### src/rtl/pam_pkg.sv
// Constants, region codes and field layouts of the processor address decoder
package pam_pkg;

  // ==========================================================================
  // Region codes
  typedef enum logic [3:0] {
    pam_reg_none = 4'h0,
    pam_reg_ext_mem = 4'h1,
    pam_reg_emc_cfg = 4'h2,
    pam_reg_bus_mon = 4'h3,
    pam_reg_ram_zero = 4'h4,
    pam_reg_ram_one = 4'h5,
    pam_reg_ram_two = 4'h6,
    pam_reg_rom = 4'h7,
    pam_reg_dual_port = 4'h8,
    pam_reg_dsp = 4'h9,
    pam_reg_debug = 4'ha
  } pam_region_type;

  // ==========================================================================
  // Address ranges
  localparam logic [31:0] pam_ext_lo_base = 32'h0000_0000;
  localparam logic [31:0] pam_ext_lo_top = 32'h0fff_ffff;
  localparam logic [31:0] pam_emc_base = 32'h2000_0000;
  localparam logic [31:0] pam_emc_top = 32'h200f_ffff;
  localparam logic [31:0] pam_mon_base = 32'h20a0_0000;
  localparam logic [31:0] pam_mon_top = 32'h20af_ffff;
  localparam logic [31:0] pam_iram_base = 32'h4000_0000;
  localparam logic [31:0] pam_iram_one_base = 32'h4000_4000;
  localparam logic [31:0] pam_iram_two_base = 32'h4000_8000;
  localparam logic [31:0] pam_iram_two_top = 32'h4000_afff;
  localparam logic [31:0] pam_iram_swap_top = 32'h4000_7fff;
  localparam logic [31:0] pam_dpm_base = 32'h5000_0000;
  localparam logic [31:0] pam_dpm_top = 32'h5000_0fff;
  localparam logic [31:0] pam_dsp_base = 32'h7000_0000;
  localparam logic [31:0] pam_dsp_top = 32'h7fff_ffff;
  localparam logic [31:0] pam_dbg_base = 32'ha000_0000;
  localparam logic [31:0] pam_dbg_rsv_base = 32'ha000_c000;
  localparam logic [31:0] pam_dbg_top = 32'ha000_ffff;
  localparam logic [31:0] pam_ext_mid_base = 32'hc000_0000;
  localparam logic [31:0] pam_ext_mid_top = 32'hcfff_ffff;
  localparam logic [31:0] pam_ext_hi_base = 32'he000_0000;
  localparam logic [31:0] pam_ext_hi_top = 32'hefff_ffff;
  localparam logic [31:0] pam_boot_base = 32'hffff_0000;
  localparam logic [31:0] pam_boot_top = 32'hffff_7fff;

  // ==========================================================================
  // Field layouts and reset values
  localparam int pam_slot_lsb = 12;
  localparam int pam_slot_width = 4;
  localparam int pam_win_width = 15;
  localparam logic [31:0] pam_dsp_mask = 32'h0fff_ffff;
  localparam logic [31:0] pam_read_zero = 32'h0000_0000;
  localparam logic pam_remap_reset = 1'b0;

endpackage

### src/rtl/pam_decoder.sv
// Address decoder with RAM/ROM remap for the main processor
`timescale 1ns/1ns
module pam_decoder (
  // Clock and reset
  input wire logic clk,
  input wire logic reset_n,
  // Remap control written at power-up
  input wire logic remap_write,
  input wire logic remap_value,
  // Processor access
  input wire logic access_valid,
  input wire logic access_write,
  input wire logic [31:0] access_addr,
  // Decoded target
  output logic [3:0] target_region,
  output logic target_select,
  output logic [31:0] target_addr,
  output logic [3:0] debug_slot,
  output logic reserved_hit,
  output logic [31:0] reserved_rdata,
  output logic reserved_ready,
  output logic remap_state
);

  // ==========================================================================
  // State
  typedef struct packed {
    logic remap;
  } pam_state_type;

  pam_state_type state;
  pam_state_type next_state;
  pam_pkg::pam_region_type region;

  function automatic logic in_range(input logic [31:0] a, input logic [31:0] lo,
                                    input logic [31:0] hi);
    in_range = (a >= lo) && (a <= hi);
  endfunction

  // ==========================================================================
  // Range table, one entry per decoded address range
  localparam int range_count = 10;
  localparam int idx_swap = 3;
  localparam int idx_boot = 9;

  // Lowest address of each range
  localparam logic [31:0] range_lo [range_count] = '{
    pam_pkg::pam_ext_lo_base,
    pam_pkg::pam_emc_base,
    pam_pkg::pam_mon_base,
    pam_pkg::pam_iram_base,
    pam_pkg::pam_dpm_base,
    pam_pkg::pam_dsp_base,
    pam_pkg::pam_dbg_base,
    pam_pkg::pam_ext_mid_base,
    pam_pkg::pam_ext_hi_base,
    pam_pkg::pam_boot_base
  };

  // Highest address of each range
  localparam logic [31:0] range_hi [range_count] = '{
    pam_pkg::pam_ext_lo_top,
    pam_pkg::pam_emc_top,
    pam_pkg::pam_mon_top,
    pam_pkg::pam_iram_swap_top,
    pam_pkg::pam_dpm_top,
    pam_pkg::pam_dsp_top,
    pam_pkg::pam_dbg_rsv_base - 32'h0000_0001,
    pam_pkg::pam_ext_mid_top,
    pam_pkg::pam_ext_hi_top,
    pam_pkg::pam_boot_top
  };

  // Fixed target of each range; the two swap windows are resolved below
  localparam pam_pkg::pam_region_type range_code [range_count] = '{
    pam_pkg::pam_reg_ext_mem,
    pam_pkg::pam_reg_emc_cfg,
    pam_pkg::pam_reg_bus_mon,
    pam_pkg::pam_reg_none,
    pam_pkg::pam_reg_dual_port,
    pam_pkg::pam_reg_dsp,
    pam_pkg::pam_reg_debug,
    pam_pkg::pam_reg_ext_mem,
    pam_pkg::pam_reg_ext_mem,
    pam_pkg::pam_reg_none
  };

  logic [range_count-1:0] range_hit;

  // Window compare, one per range
  genvar gi;
  generate
    for (gi = 0; gi < range_count; gi++) begin : g_range
      assign range_hit[gi] = in_range(access_addr, range_lo[gi], range_hi[gi]);
    end
  endgenerate

  // ==========================================================================
  // Internal RAM banks
  localparam int bank_count = 3;

  // Lowest address of each bank
  localparam logic [31:0] bank_lo [bank_count] = '{
    pam_pkg::pam_iram_base,
    pam_pkg::pam_iram_one_base,
    pam_pkg::pam_iram_two_base
  };

  // Highest address of each bank
  localparam logic [31:0] bank_hi [bank_count] = '{
    pam_pkg::pam_iram_one_base - 32'h0000_0001,
    pam_pkg::pam_iram_swap_top,
    pam_pkg::pam_iram_two_top
  };

  // Region code of each bank
  localparam pam_pkg::pam_region_type bank_code [bank_count] = '{
    pam_pkg::pam_reg_ram_zero,
    pam_pkg::pam_reg_ram_one,
    pam_pkg::pam_reg_ram_two
  };

  logic [bank_count-1:0] bank_hit;

  // Bank compare, one per bank
  genvar gb;
  generate
    for (gb = 0; gb < bank_count; gb++) begin : g_bank
      assign bank_hit[gb] = in_range(access_addr, bank_lo[gb], bank_hi[gb]);
    end
  endgenerate

  // ==========================================================================
  // Address helpers
  // Boot window answers from ROM until the remap bit hands it to RAM
  function automatic pam_pkg::pam_region_type boot_target(input logic remap);
    if (remap) begin
      boot_target = pam_pkg::pam_reg_ram_zero;
    end else begin
      boot_target = pam_pkg::pam_reg_rom;
    end
  endfunction

  function automatic logic [31:0] window_offset(input logic [31:0] a);
    window_offset = {17'h0_0000, a[pam_pkg::pam_win_width-1:0]};
  endfunction

  function automatic logic [31:0] dsp_offset(input logic [31:0] a);
    dsp_offset = a & pam_pkg::pam_dsp_mask;
  endfunction

  // ==========================================================================
  // Remap bit
  always_comb begin
    next_state = state;
    if (remap_write) begin
      next_state.remap = remap_value;
    end
  end

  always_ff @(posedge clk) begin
    if (!reset_n) begin
      state.remap <= pam_pkg::pam_remap_reset;
    end else begin
      state <= next_state;
    end
  end

  // ==========================================================================
  // Region decode, one region per address
  always_comb begin
    region = pam_pkg::pam_reg_none;
    // Fixed ranges never overlap, so at most one entry hits
    for (int i = 0; i < range_count; i++) begin
      if (range_hit[i]) begin
        region = range_code[i];
      end
    end

    // RAM banks answer unless the remap bit hands the low window to ROM
    for (int j = 0; j < bank_count; j++) begin
      if (bank_hit[j]) begin
        region = bank_code[j];
      end
    end
    // Remap read from the register, so a remap write applies from the next cycle's access
    if (range_hit[idx_swap] && state.remap) begin
      region = pam_pkg::pam_reg_rom;
    end

    // Boot window
    if (range_hit[idx_boot]) begin
      region = boot_target(state.remap);
    end
  end

  // ==========================================================================
  // Outputs
  always_comb begin
    target_region = region;
    target_select = access_valid && (region != pam_pkg::pam_reg_none);
    reserved_hit = access_valid && (region == pam_pkg::pam_reg_none);
    reserved_ready = reserved_hit;
    reserved_rdata = pam_pkg::pam_read_zero;
    debug_slot = access_addr[pam_pkg::pam_slot_lsb +: pam_pkg::pam_slot_width];
    remap_state = state.remap;
    case (region)
      pam_pkg::pam_reg_dsp: begin
        target_addr = dsp_offset(access_addr);
      end
      pam_pkg::pam_reg_ext_mem: begin
        target_addr = access_addr;
      end
      pam_pkg::pam_reg_rom,
      pam_pkg::pam_reg_ram_zero,
      pam_pkg::pam_reg_ram_one: begin
        // Offset within the 32 KB swap window
        target_addr = window_offset(access_addr);
      end
      default: begin
        target_addr = access_addr;
      end
    endcase
  end

endmodule

### config.mk
export PLATFORM = sky130hd
export DESIGN_NAME = pam_decoder
export DESIGN_NICKNAME = d
export VERILOG_FILES = /design/src/rtl/pam_pkg.sv /design/src/rtl/pam_decoder.sv
export SDC_FILE = /design/constraint.sdc
export NUM_CORES = 1
export LEC_CHECK = 0
export ABC_AREA = 1
export BUFFER_PORTS_ARGS = -buffer_cell sky130_fd_sc_hd__buf_2
export CAP_MARGIN = 20
export CORE_ASPECT_RATIO = 0.7
export CORE_MARGIN = 2
export CORE_UTILIZATION = 40
export CTS_BUF_LIST = sky130_fd_sc_hd__clkbuf_8
export CTS_CLUSTER_DIAMETER = 150
export DETAILED_ROUTE_END_ITERATION = 12
export GPL_TIMING_DRIVEN = 0
export PLACE_DENSITY = 0.88
export REMOVE_ABC_BUFFERS = 1
export SYNTH_ARGS = -nofsm -noshare
export SYNTH_HDL_FRONTEND = slang
export SYNTH_SLANG_ARGS = --single-unit
### constraint.sdc
create_clock -name clk -period 6.7 [get_ports clk]
set_clock_uncertainty 0.1 [all_clocks]
set_input_delay 2.01 -clock clk [delete_from_list [all_inputs] [get_ports clk]]
set_output_delay 2.01 -clock clk [all_outputs]
set_load 0.01 [all_outputs]
==> metrics.cfg <==
[floorplan]
die_x_um=67.9
start_util_pct=41.4
rows=16
ioPinCount=114
core_sq_mm=0.00276
die_h_um=48.8
dieArea_sq_mm=0.00331

[cells_and_area]
multi_input_area_sq_um=722
fin_util_pct=42.7
fin_area_sq_mm=0.00118
drive_gt1_share_pct=36.8
layout-area-overhead-vs-synth_pct=3.06
largest_register_ffs=1
diodes=0
final_nets=271
final_cells=267
n_fill_cell=308
seq_area_sq_um=20.0

[route]
drc=0
vias=1135
avgRoutedWirePerCell_um=9.13
routed_wl_mm=2.44
drtIter0Drc=54
drtAntennaViolNets=0
via_per_inst=4.25
firstDrtPassIters=4

[synthesis]
syn-cell-area_sq_mm=0.00114
netlist-cell-type-count=26
yosysWarnings=0
synthSimpleGateAreaFrac_pct=48.2
muxShareOfSynthArea_pct=0
synth_xor_area_share_pct=0
yosysMostFrequentCell=buf_4
synth_fa_ha_area_share_pct=0
synth_top_family_by_area=simple AND/OR/NAND/NOR gates
synth_compound_area_share_pct=4.37
avgSynthCellArea_sq_um=5.75
ys_ff_latch=1
async_flop_share_pct=0
yosys.area.top_type_share_pct=34.8
yosysSeqAreaShare_pct=1.75
synth_top_area_cell=buf_4
syn-instance-count=199
yosys-top-cells-area=buf_4, nor2_1, nand2_1
ys_top_cells_by_count=buf_4, nor2_1, nand2_1
synth_edf_count=0
synth_ff_type=dfxtp_1

[grt]
overflow=0
grt_pass1_vias=847
antenna_found_initial=0
grt_first_pass_wirelength_mm=3.68
track_usage_pct=13.5
grt_start_max_net_pins=13

[clock_tree]
clock_latency_ns=0
cts_setup_buffers=0
holdBufCountCts=0
path_clk_slew_ns=0
ctsResizeCount=0

[power_and_ir_drop]
seqPwrFrac_pct=9.0
combPwrFrac_pct=91.0
p_per_area_mw_per_mm2=65.7
switching_share_pct=60.1
clkPwrFrac_pct=0
p_int_w=0.0000309
peakVddDrop_mv=0.0251
p_leak_nw=0.751
p_sw_w=0.0000466

[worst_setup_path]
required_ns=4.59
critical_path_class=in2out
setup.worst_path.start_class=primary input
crit_path_end_kind=primary output
crit_fanout=12
critPathArrivalTime_ns=3.42

[sta]
hold_viol_final=0
final-setup-viol-count=0
slew_viol_final=0
worst_slack_ns=1.17
setup_tns_ns=0
post-route-period-util_pct=82.6
min_period_ns=5.53
fmax_mhz=181
rsz0062_at_grt=false

[place]
pre_cts_ws_ns=1.14
gp_congestion=0.945
place_area_sq_mm=0.00118
dp_hpwl_mm=2.16
dp_cells=267
port_buffers=56

[run_status]
outcome=complete, no violations

[run]
drv_cap=0

[hold_path]
hold_path_class=reg2reg

logic make-up after synthesis:
family | after synthesis
AOI/OAI and AO/OA | 10
DFF | 1
and+or+nand+nor | 102
other | 1
buffers and inverters | 85
layout make-up:
| cell class | instances | share of cell area (%) |
|---|---|---|
| inverter | 30 | 9.54 |
| multi-input combinational | 144 | 61.2 |
| sequential | 1 | 1.70 |
| tap | 36 | 3.82 |
| timing repair buffer | 56 | 23.8 |
worst max-delay path: stages:
cell and delay, ns:
buf_2 0.13, inv_2 0.11, nand2_1 0.08, a21oi_1 0.15
nand2_1 0.11, nor2_4 0.18, nand3_2 0.11, nand2_1 0.33
nor2_1 0.07, buf_2 0.15
cells in the final DEF, fill, tap and decap left out, types with 3 or more instances in the layout:
master / synthesis / routed
a21oi_1: 5 / 5
buf_2: 1 / 56
conb_1: 1 / 32
inv_1: 26 / 26
inv_2: 4 / 4
nand2_1: 29 / 29
nand3_1: 7 / 7
nand3_2: 6 / 6
nand4_1: 3 / 3
nor2_1: 30 / 30
nor2_2: 9 / 9
nor3_1: 5 / 5
o21ai_0: 3 / 3
routing by layer:
layer	wire length (um)	part of all wire [%]	global-route usage, %
met1	1080	44	19.8
met2	1030	42	20.4
met3	330	14	4.42
met4	0	0	0
met5	0	0	0
power groups by stage:
stage                     logic [W]  clock network (W)  registers (W)
after floorplan           0.0000401                  0     0.00000709
after global placement    0.0000697                  0     0.00000700
after detailed placement  0.0000704                  0     0.00000697
after CTS                 0.0000706                  0     0.00000698
after global routing      0.0000795                  0     0.00000706
final                     0.0000706                  0     0.00000695
final timing paths:
check	from	to	slack (ns)	cells past startpoint
worst min-delay path	remap_state$_SDFFE_PN0P_	remap_state$_SDFFE_PN0P_	0.50	2
worst max-delay path	access_addr[28]	target_addr[16]	1.17	10
worst min register to register	remap_state$_SDFFE_PN0P_	remap_state$_SDFFE_PN0P_	0.50	2
worst max register to register	remap_state$_SDFFE_PN0P_	remap_state$_SDFFE_PN0P_	5.93	2
stage by stage:
step	hold WS, ns	power, W
floorplan	0.488	0.0000472
global placement	0.483	0.0000767
detailed placement	0.491	0.0000774
CTS	0.503	0.0000776
global route	0.555	0.0000865
finish	0.498	0.0000775
No activity file was read; power rests on OpenSTA's default activity.
